==> src/rtl/spa_regs.svh <==
// Constants shared by both ends of the phase-align and receive output link.
// Assumes it is included by its bare name from the package and modules.
`ifndef SPA_REGS_SVH
`define SPA_REGS_SVH

// ============================================================
// Link shape
`define SPA_NCH            4
`define SPA_CW             10

// ============================================================
// Static configuration bundle carried over the link
`define SPA_CFG_CKSEL_LSB  0
`define SPA_CFG_RATE_BIT   2
`define SPA_CFG_RX_CLOCK_RATE_SELECT_BIT 3
`define SPA_CFG_PAR_LSB    4
`define SPA_CFG_FCHAR_LSB  6
`define SPA_CFG_RFEN_LSB   8
`define SPA_CFG_W          12

// ============================================================
// Timing
`define SPA_CLK_NS         10
`define SPA_REF_HALF       3'd6
`define SPA_RX_HALF_FULL   3'd2
`define SPA_RX_HALF_HALF   3'd4
`define SPA_ALIGN_MIN_EDGES 2
`define SPA_PULSE_EDGES    2'd3
`define SPA_TX_LOCK_NS     10000
`define SPA_TX_LOCK_CYC    ((`SPA_TX_LOCK_NS + `SPA_CLK_NS - 1) / `SPA_CLK_NS)

// ============================================================
// Transmit PLL multipliers and framing patterns
`define SPA_MUL_FULL       5'd10
`define SPA_MUL_HALF       5'd20
`define SPA_COMMA_NEG      7'h1f
`define SPA_K285_NEG       10'h0fa

// ============================================================
// Host buffering
`define SPA_FIFO_DEPTH     16
`define SPA_FIFO_W         48

`endif

==> src/rtl/spa_pkg.sv <==
// Types shared by both ends of the phase-align and receive output link.
// Assumes spa_regs.svh is on the include path.
`include "spa_regs.svh"

package spa_pkg;

  // ============================================================
  // Three-level static selects
  typedef enum logic [1:0] {
    TRI_LOW  = 2'b00,
    TRI_MID  = 2'b01,
    TRI_HIGH = 2'b10
  } spa_tri_t;

  // ============================================================
  // Transmit phase-align buffer state
  typedef enum logic [1:0] {
    AL_BYPASS = 2'b00,
    AL_LOCK   = 2'b01,
    AL_RETUNE = 2'b10
  } spa_align_t;

  // ============================================================
  // Host initialisation sequence
  typedef enum logic [1:0] {
    H_IDLE  = 2'b00,
    H_LOCK  = 2'b01,
    H_PULSE = 2'b10,
    H_DONE  = 2'b11
  } spa_host_st_t;

  typedef struct packed {
    logic [`SPA_CFG_W-1:0]                  cfg_s1;
    logic [`SPA_CFG_W-1:0]                  cfg_s2;
    logic                                   ref_s1;
    logic                                   ref_s2;
    logic                                   ref_s3;
    logic                                   rst_s1;
    logic                                   rst_s2;
    logic [1:0]                             low_cnt;
    spa_align_t                             align;
    logic [3:0]                             phase;
    logic                                   slip;
    logic                                   fault;
    logic [4:0]                             mult;
    logic [2:0]                             rx_div;
    logic                                   rclk;
    logic                                   take;
    logic [`SPA_NCH-1:0][`SPA_CW-1:0]       prev;
    logic [`SPA_NCH-1:0][3:0]               offset;
    logic [`SPA_NCH-1:0][`SPA_CW-1:0]       data;
    logic [`SPA_NCH-1:0]                    flag;
    logic [`SPA_NCH-1:0]                    par;
  } spa_dev_state_t;

  typedef struct packed {
    logic [2:0]                             ref_div;
    logic                                   ref_clk;
    spa_host_st_t                           st;
    logic [15:0]                            cnt;
    logic [1:0]                             edges;
    logic                                   rst_n;
    logic                                   t_s1;
    logic                                   t_s2;
    logic                                   t_s3;
    logic                                   c_s1;
    logic                                   c_s2;
    logic                                   c_s3;
    logic [`SPA_FIFO_W-1:0]                 w_s1;
    logic [`SPA_FIFO_W-1:0]                 w_s2;
    logic                                   overrun;
  } spa_host_state_t;

endpackage : spa_pkg

==> src/rtl/spa_link_if.sv <==
// Pins between the transceiver end and the host end.
// Assumes the bench joins both modports; no clocking is implied here.
`include "spa_regs.svh"

interface spa_link_if;
  logic                               reference_clock_in;
  logic                               tx_phase_align_reset_n;
  logic [`SPA_CFG_W-1:0]              cfg_pins;
  logic [`SPA_NCH-1:0][`SPA_CW-1:0]   rx_data_word;
  logic [`SPA_NCH-1:0]                frame_char_detect_flag;
  logic [`SPA_NCH-1:0]                rx_odd_parity_out;
  logic [`SPA_NCH-1:0]                rx_odd_parity_oe;
  logic [`SPA_NCH-1:0]                recovered_char_clock_pair_t;
  logic [`SPA_NCH-1:0]                recovered_char_clock_pair_c;

  modport dev (
    input  reference_clock_in,
    input  tx_phase_align_reset_n,
    input  cfg_pins,
    output rx_data_word,
    output frame_char_detect_flag,
    output rx_odd_parity_out,
    output rx_odd_parity_oe,
    output recovered_char_clock_pair_t,
    output recovered_char_clock_pair_c
  );

  modport host (
    output reference_clock_in,
    output tx_phase_align_reset_n,
    output cfg_pins,
    input  rx_data_word,
    input  frame_char_detect_flag,
    input  rx_odd_parity_out,
    input  rx_odd_parity_oe,
    input  recovered_char_clock_pair_t,
    input  recovered_char_clock_pair_c
  );
endinterface : spa_link_if

==> src/rtl/spa_dev.sv <==
// Transceiver end: transmit phase-align control and receive output port.
// Assumes the host end drives the link pins from another clock domain.
`include "spa_regs.svh"

module spa_dev
  import spa_pkg::*;
(
  input  wire logic                             core_clk,
  input  wire logic                             reset,
  spa_link_if.dev                               link,
  input  wire logic [`SPA_NCH-1:0][`SPA_CW-1:0] rx_raw_chars,
  output logic                                  rx_raw_take,
  input  wire logic                             tx_buffer_fault_in,
  output logic                                  tx_aligned,
  output logic                                  tx_char_slip,
  output logic [3:0]                            tx_phase_offset,
  output logic                                  tx_buffer_fault_flag,
  output logic [4:0]                            tx_pll_multiplier
);

  // ============================================================
  // Helpers

  // Framing match against both disparities of the selected pattern.
  function automatic logic frame_match(input logic [`SPA_CW-1:0] w,
                                       input spa_tri_t sel);
    logic hit;
    hit = 1'b0;
    case (sel)
      TRI_MID: begin
        hit = (w[9:3] == `SPA_COMMA_NEG) || (w[9:3] == ~`SPA_COMMA_NEG);
      end
      TRI_HIGH: begin
        hit = (w == `SPA_K285_NEG) || (w == ~`SPA_K285_NEG);
      end
      default: begin
        hit = 1'b0;
      end
    endcase
    return hit;
  endfunction : frame_match

  function automatic logic odd_parity(input logic [`SPA_CW-1:0] w);
    return ~(^w);
  endfunction : odd_parity

  // ============================================================
  // State

  spa_dev_state_t q;
  spa_dev_state_t d;

  spa_tri_t                  cksel;
  logic                      rate;
  logic                      rx_clock_rate_select;
  spa_tri_t                  par_ctl;
  spa_tri_t                  fchar;
  logic [`SPA_NCH-1:0]       rfen;
  logic                      ref_rise;
  logic                      armed;
  logic                      bypass;
  logic                      halfref;
  logic                      toggle;
  logic                      update;
  logic [2:0]                rx_half;
  logic [2*`SPA_CW-1:0]      window;
  logic [3:0]                off;
  logic [`SPA_CW-1:0]        word;

  always_comb begin
    d = q;
    window = '0;
    off = '0;
    word = '0;

    // Static pins come from the host domain and pass two flops first.
    d.cfg_s1 = link.cfg_pins;
    d.cfg_s2 = q.cfg_s1;
    cksel   = spa_tri_t'(q.cfg_s2[`SPA_CFG_CKSEL_LSB +: 2]);
    rate    = q.cfg_s2[`SPA_CFG_RATE_BIT];
    rx_clock_rate_select  = q.cfg_s2[`SPA_CFG_RX_CLOCK_RATE_SELECT_BIT];
    par_ctl = spa_tri_t'(q.cfg_s2[`SPA_CFG_PAR_LSB +: 2]);
    fchar   = spa_tri_t'(q.cfg_s2[`SPA_CFG_FCHAR_LSB +: 2]);
    rfen    = q.cfg_s2[`SPA_CFG_RFEN_LSB +: `SPA_NCH];

    // ============================================================
    // Reference clock edge detection and reset sampling
    d.ref_s1 = link.reference_clock_in;
    d.ref_s2 = q.ref_s1;
    d.ref_s3 = q.ref_s2;
    d.rst_s1 = link.tx_phase_align_reset_n;
    d.rst_s2 = q.rst_s1;
    ref_rise = q.ref_s2 && !q.ref_s3;

    if (ref_rise) begin
      if (q.rst_s2) begin
        d.low_cnt = '0;
      end else if (q.low_cnt != 2'd3) begin
        d.low_cnt = q.low_cnt + 2'd1;
      end
    end
    // Low on the second consecutive reference edge starts the reset.
    armed = ref_rise && !q.rst_s2 &&
            (q.low_cnt >= 2'(`SPA_ALIGN_MIN_EDGES - 1));

    bypass  = (cksel == TRI_LOW) && !rate;
    halfref = (cksel == TRI_LOW) && rate;
    d.mult  = rate ? `SPA_MUL_HALF : `SPA_MUL_FULL;
    d.slip  = 1'b0;

    // ============================================================
    // Phase-align buffer control
    case (q.align)
      AL_BYPASS: begin
        if (!bypass) begin
          d.align = AL_LOCK;
        end
      end
      AL_LOCK: begin
        if (bypass) begin
          d.align = AL_BYPASS;
        end else if (armed && halfref) begin
          d.fault = 1'b0;
        end else if (armed) begin
          d.align = AL_RETUNE;
          d.phase = q.phase + 4'd1;
          d.slip  = 1'b1;
        end
      end
      AL_RETUNE: begin
        if (bypass) begin
          d.align = AL_BYPASS;
        end else if (ref_rise && q.rst_s2) begin
          d.align = AL_LOCK;
        end else if (ref_rise) begin
          d.phase = q.phase + 4'd1;
          d.slip  = 1'b1;
        end
      end
      default: begin
        d.align = AL_BYPASS;
      end
    endcase
    // A fault reported while it is cleared still stands.
    if (tx_buffer_fault_in && halfref) begin
      d.fault = 1'b1;
    end

    // ============================================================
    // Recovered clock divider
    rx_half = rx_clock_rate_select ? `SPA_RX_HALF_HALF : `SPA_RX_HALF_FULL;
    toggle  = q.rx_div >= rx_half - 3'd1;
    d.rx_div = toggle ? 3'd0 : q.rx_div + 3'd1;
    if (toggle) begin
      d.rclk = !q.rclk;
    end
    // Half rate updates on both true and complement rising edges.
    update = toggle && (rx_clock_rate_select || !q.rclk);
    d.take = update;

    // ============================================================
    // Framer and output register
    for (int c = 0; c < `SPA_NCH; c++) begin
      if (update) begin
        window = {q.prev[c], rx_raw_chars[c]};
        off = q.offset[c];
        if (rfen[c]) begin
          for (int k = `SPA_CW - 1; k >= 0; k--) begin
            if (frame_match(window[2*`SPA_CW-1-k -: `SPA_CW], fchar)) begin
              off = 4'(k);
            end
          end
        end
        word = window[5'(2*`SPA_CW-1) - 5'(off) -: `SPA_CW];
        d.prev[c]   = rx_raw_chars[c];
        d.offset[c] = off;
        d.data[c]   = word;
        d.flag[c]   = frame_match(word, fchar);
        d.par[c]    = odd_parity(word);
      end
    end
  end

  always_ff @(posedge core_clk) begin
    if (reset) begin
      q <= '0;
    end else begin
      q <= d;
    end
  end

  // ============================================================
  // Outputs
  always_comb begin
    for (int c = 0; c < `SPA_NCH; c++) begin
      link.recovered_char_clock_pair_t[c] = q.rclk;
      link.recovered_char_clock_pair_c[c] = !q.rclk;
      link.rx_odd_parity_oe[c] = par_ctl != TRI_LOW;
    end
  end

  assign link.rx_data_word           = q.data;
  assign link.frame_char_detect_flag = q.flag;
  assign link.rx_odd_parity_out      = q.par;
  assign rx_raw_take                 = q.take;
  assign tx_aligned           = q.align != AL_RETUNE;
  assign tx_char_slip         = q.slip;
  assign tx_phase_offset      = q.phase;
  assign tx_buffer_fault_flag = q.fault;
  assign tx_pll_multiplier    = q.mult;

endmodule : spa_dev

==> src/flat_wrapper.sv <==
// flat-port wrapper written by rule: the top's interface ports become plain ports
module spa_dev_flat import spa_pkg::*;
  (core_clk, reset, rx_raw_chars, rx_raw_take, tx_buffer_fault_in, tx_aligned, tx_char_slip, tx_phase_offset, tx_buffer_fault_flag, tx_pll_multiplier, link_reference_clock_in, link_tx_phase_align_reset_n, link_cfg_pins, link_rx_data_word, link_frame_char_detect_flag, link_rx_odd_parity_out, link_rx_odd_parity_oe, link_recovered_char_clock_pair_t, link_recovered_char_clock_pair_c);
  spa_link_if link_i ();
  input  wire logic core_clk;
  input  wire logic reset;
  input  wire logic [`SPA_NCH-1:0][`SPA_CW-1:0] rx_raw_chars;
  output logic rx_raw_take;
  input  wire logic tx_buffer_fault_in;
  output logic tx_aligned;
  output logic tx_char_slip;
  output logic [3:0] tx_phase_offset;
  output logic tx_buffer_fault_flag;
  output logic [4:0] tx_pll_multiplier;
  input wire logic [$bits(link_i.reference_clock_in)-1:0] link_reference_clock_in;
  input wire logic [$bits(link_i.tx_phase_align_reset_n)-1:0] link_tx_phase_align_reset_n;
  input wire logic [$bits(link_i.cfg_pins)-1:0] link_cfg_pins;
  output wire logic [$bits(link_i.rx_data_word)-1:0] link_rx_data_word;
  output wire logic [$bits(link_i.frame_char_detect_flag)-1:0] link_frame_char_detect_flag;
  output wire logic [$bits(link_i.rx_odd_parity_out)-1:0] link_rx_odd_parity_out;
  output wire logic [$bits(link_i.rx_odd_parity_oe)-1:0] link_rx_odd_parity_oe;
  output wire logic [$bits(link_i.recovered_char_clock_pair_t)-1:0] link_recovered_char_clock_pair_t;
  output wire logic [$bits(link_i.recovered_char_clock_pair_c)-1:0] link_recovered_char_clock_pair_c;
  assign link_i.reference_clock_in = link_reference_clock_in;
  assign link_i.tx_phase_align_reset_n = link_tx_phase_align_reset_n;
  assign link_i.cfg_pins = link_cfg_pins;
  assign link_rx_data_word = link_i.rx_data_word;
  assign link_frame_char_detect_flag = link_i.frame_char_detect_flag;
  assign link_rx_odd_parity_out = link_i.rx_odd_parity_out;
  assign link_rx_odd_parity_oe = link_i.rx_odd_parity_oe;
  assign link_recovered_char_clock_pair_t = link_i.recovered_char_clock_pair_t;
  assign link_recovered_char_clock_pair_c = link_i.recovered_char_clock_pair_c;
  spa_dev u_core (.core_clk(core_clk), .reset(reset), .link(link_i), .rx_raw_chars(rx_raw_chars), .rx_raw_take(rx_raw_take), .tx_buffer_fault_in(tx_buffer_fault_in), .tx_aligned(tx_aligned), .tx_char_slip(tx_char_slip), .tx_phase_offset(tx_phase_offset), .tx_buffer_fault_flag(tx_buffer_fault_flag), .tx_pll_multiplier(tx_pll_multiplier));
endmodule
==> config.mk <==
export PLATFORM = sky130hd
export DESIGN_NAME = spa_dev_flat
export DESIGN_NICKNAME = d
export VERILOG_FILES = /design/src/rtl/spa_pkg.sv /design/src/rtl/spa_link_if.sv /design/src/rtl/spa_dev.sv /design/src/flat_wrapper.sv
export VERILOG_INCLUDE_DIRS = /design/src /design/src/rtl
export SDC_FILE = /design/constraint.sdc
export NUM_CORES = 1
export LEC_CHECK = 0
export ABC_CLOCK_PERIOD_IN_PS = 14800
export BUFFER_PORTS_ARGS = -buffer_cell sky130_fd_sc_hd__clkbuf_2
export CAP_MARGIN = 20
export CORE_AREA = 2 2 157 159
export DETAILED_ROUTE_END_ITERATION = 10
export DIE_AREA = 0 0 159 161
export GPL_ROUTABILITY_DRIVEN = 0
export PLACE_DENSITY_LB_ADDON = 0.15
export SYNTH_ARGS = -nofsm -noshare
export SYNTH_HDL_FRONTEND = slang
export SYNTH_SLANG_ARGS = --single-unit
export TNS_END_PERCENT = 5
==> constraint.sdc <==
create_clock -name core_clk -period 14.8 [get_ports core_clk]
set_input_delay 2.22 -clock core_clk [delete_from_list [all_inputs] [get_ports core_clk]]
set_output_delay 2.22 -clock core_clk [all_outputs]
set_load 0.1 [all_outputs]
==> results.json <==
{
  "outcome": "complete, no violations",
  "synth_seq_cells": 150,
  "drive_gt1_share_pct": 14.0,
  "syn_inst": 2013,
  "grt_max_degree": 80,
  "wl_um": 44300,
  "cts_buffer_depth": 2,
  "synth-edff-count": 0,
  "worstSetupEndpointType": "flop",
  "async_flop_share_pct": 0,
  "tns_ps": 0,
  "final_hold_viol_count": 0,
  "critPathArrivalTime_ps": 8210,
  "ant_nets": 0,
  "fmax_ghz": 0.127,
  "path_max_fanout": 34,
  "std_cell_rows": 57,
  "cts_hold_buf": 0,
  "post_synth.cell_area_avg_um2": 7.62,
  "core_area_um2": 24000,
  "crit_start": "rx_raw_chars[37]",
  "drc": 0,
  "ys_seq_area_share_pct": 19.6,
  "initial_core_util_pct": 64.0,
  "start_kind": "primary input",
  "dp.cells": 2236,
  "htree_levels": 4,
  "rsz0062_at_grt": "no",
  "cts_setup_buffers": 0,
  "synth_ff_type": "dfxtp_1",
  "antennaDiodeCount": 0,
  "skew_ps": 15.9,
  "ys_warn_count": 0,
  "holdWs_ps": 435,
  "r2r_start": "u_core.fchar[0]",
  "cts-root-buf": "clkbuf_16",
  "die_area_um2": 25600,
  "syn_area_um2": 15300,
  "maxSlewHeadroom_pct": 22.7,
  "grt_pass1_wl_um": 71900,
  "clk_latency_ps": 450,
  "p_per_area_nw_per_um2": 185,
  "syn2layout_area_growth_pct": 2.94,
  "firstDrtPassIters": 6,
  "io_buffer_count": 128,
  "routed_via_density": 6.69,
  "die_h_um": 161,
  "p_leak_nw": 6.48,
  "cp.required_ps": 15150,
  "grt_pass1_vias": 14000,
  "place.detailed.hpwl_um": 30200,
  "pin_count": 130,
  "drv_slew": 0,
  "timing.final.crit_share_pct": 53.1,
  "hold_class": "reg -> reg",
  "pre_cts_ws_ps": 6720,
  "initialDrtViolationCount": 1738,
  "multi_input_area_um2": 10600,
  "cts_tree": "done",
  "regArea_um2": 3000,
  "wire_per_inst_um": 19.5,
  "design_area_um2": 15800,
  "cts_sinks": 150,
  "crit_type": "in -> reg",
  "synth_cell_types": 111,
  "nets": 2043,
  "die_w_um": 159,
  "vias": 15200,
  "tightest_slew_ps": 1160,
  "antenna_found_initial": 0,
  "cts_made_buffers": 17,
  "postPlaceCellArea_um2": 15100,
  "fin_cells": 2269,
  "drv_cap": 0,
  "hp-start": "u_core.d[136]",
  "gr-total-overflow": 0,
  "cts.clk_slew.worst_paths_ps": 70,
  "total_power_mw": 2.91,
  "cts_resized": 0,
  "final_util_pct": 65.9,
  "setup_slack_ps": 6940,
  "finalSetupViolCount": 0,
  "period_needed_ps": 7860,
  "syn_nets": 2124,
  "ir_drop_mv": 0.127,
  "fillers": 2120,
  "track_usage_pct": 33.6
}
[registers in the layout, summed over array words and instances (netlist names), 2 cells and up]
register / count
u_core.cksel: 2
u_core.d: 15
u_core.fchar: 2
u_core.link.frame_char_detect_flag: 4
u_core.link.rx_data_word: 40
u_core.link.rx_odd_parity_out: 4
u_core.par_ctl: 2
u_core.q: 71
u_core.tx_phase_offset: 4
u_core.tx_pll_multiplier: 2
[layer usage]
layer,global-route usage (%),part of all wire (%)
met4,13.2,3.4
met3,6.78,7.9
met5,0,0
met1,43.9,42
met2,54.8,46
[worst paths after layout]
path                                      end  slack, ps  cells past startpoint
max          u_core.link.rx_odd_parity_out[3]       6940                     19
min                           u_core.fchar[1]        440                      1
max reg2reg  u_core.link.rx_odd_parity_out[3]       7520                     21
min reg2reg                   u_core.fchar[1]        440                      1
[final cells by class]
class                           count  area share (%)
Inverter                           92            2.20
Multi-Input combinational cell   1527            67.4
Tap cell                          324            2.57
Timing Repair Buffer              144            4.88
Sequential cell                   150            19.0
Clock buffer                       17            2.70
Clock inverter                     15            1.24
[cells in the final DEF (no fill, tap or decap), types with 14 or more instances in the layout]
| master | n |
|---|---|
| nor2_1 | 163 |
| nor2b_1 | 48 |
| nor4_1 | 27 |
| o22ai_1 | 18 |
| nand4b_1 | 16 |
| nor4b_1 | 15 |
| mux2i_1 | 149 |
| o21ai_0 | 70 |
| and3_1 | 20 |
| clkbuf_16 | 17 |
| or3_1 | 17 |
| clkbuf_2 | 127 |
| ha_1 | 54 |
| buf_4 | 16 |
| nand2b_1 | 24 |
| a21oi_1 | 104 |
| nand3b_1 | 25 |
| xnor2_1 | 17 |
| nand2_1 | 208 |
| a31oi_1 | 14 |
| nand4_1 | 32 |
| dfxtp_1 | 150 |
| nor3_1 | 47 |
| a211oi_1 | 55 |
| mux2_2 | 21 |
| nand3_1 | 56 |
| inv_1 | 82 |
| nor3b_1 | 18 |
[worst max-delay path, stage by stage]
cell and delay, ps:
clkbuf_2 200, or3_1 530, nor4b_4 280, a31o_2 220
nor4_1 70, a2111oi_0 450, a311o_1 490, inv_2 370
ha_1 830, clkinv_1 500, a41oi_1 390, o21ai_1 110
a21o_1 210, a31oi_2 310, ha_1 310, xnor2_1 220
xnor2_1 160, xnor2_1 90, a211oi_1 230
[power by group]
part / internal [mW] / switching [mW] / total, mW
Sequential: 0.482 / 0.131 / 0.614
Combinational: 0.605 / 1.23 / 1.84
Clock: 0.232 / 0.228 / 0.460
[Yosys cell counts, types with 15 or more instances]
library cell | n | area share, %
nor2b_1 | 48 | 2.0
nand3b_1 | 25 | 1.2
xnor2_1 | 17 | 0.97
nor4_1 | 27 | 1.1
nand4b_1 | 16 | 0.91
nand3_1 | 56 | 1.8
or3_1 | 17 | 0.69
o22ai_1 | 18 | 0.73
clkbuf_1 | 90 | 2.2
nor3_1 | 47 | 1.5
nor3b_1 | 18 | 0.88
nand2b_1 | 24 | 0.98
inv_1 | 82 | 2.0
buf_4 | 78 | 3.8
nor4b_1 | 15 | 0.86
and3_1 | 20 | 0.82
dfxtp_1 | 150 | 20
mux2_2 | 21 | 1.5
nor2_1 | 163 | 4.0
ha_1 | 54 | 4.4
a211oi_1 | 55 | 2.7
mux2i_1 | 149 | 9.7
buf_2 | 56 | 1.8
a21oi_1 | 105 | 3.4
nand2_1 | 208 | 5.1
nand4_1 | 32 | 1.3
o21ai_0 | 70 | 2.3
[cell families after synthesis]
logic type,Yosys count,share of synthesized area [%]
fa+ha+maj,54,4.41
mux,186,13.5
other cells,1,0.0245
simple gates,819,29.2
flops,150,19.6
buf+inv,336,11.3
xor+xnor,17,0.971
compound gates,450,21.0
Note: power is estimated with default switching activity, not from simulation.
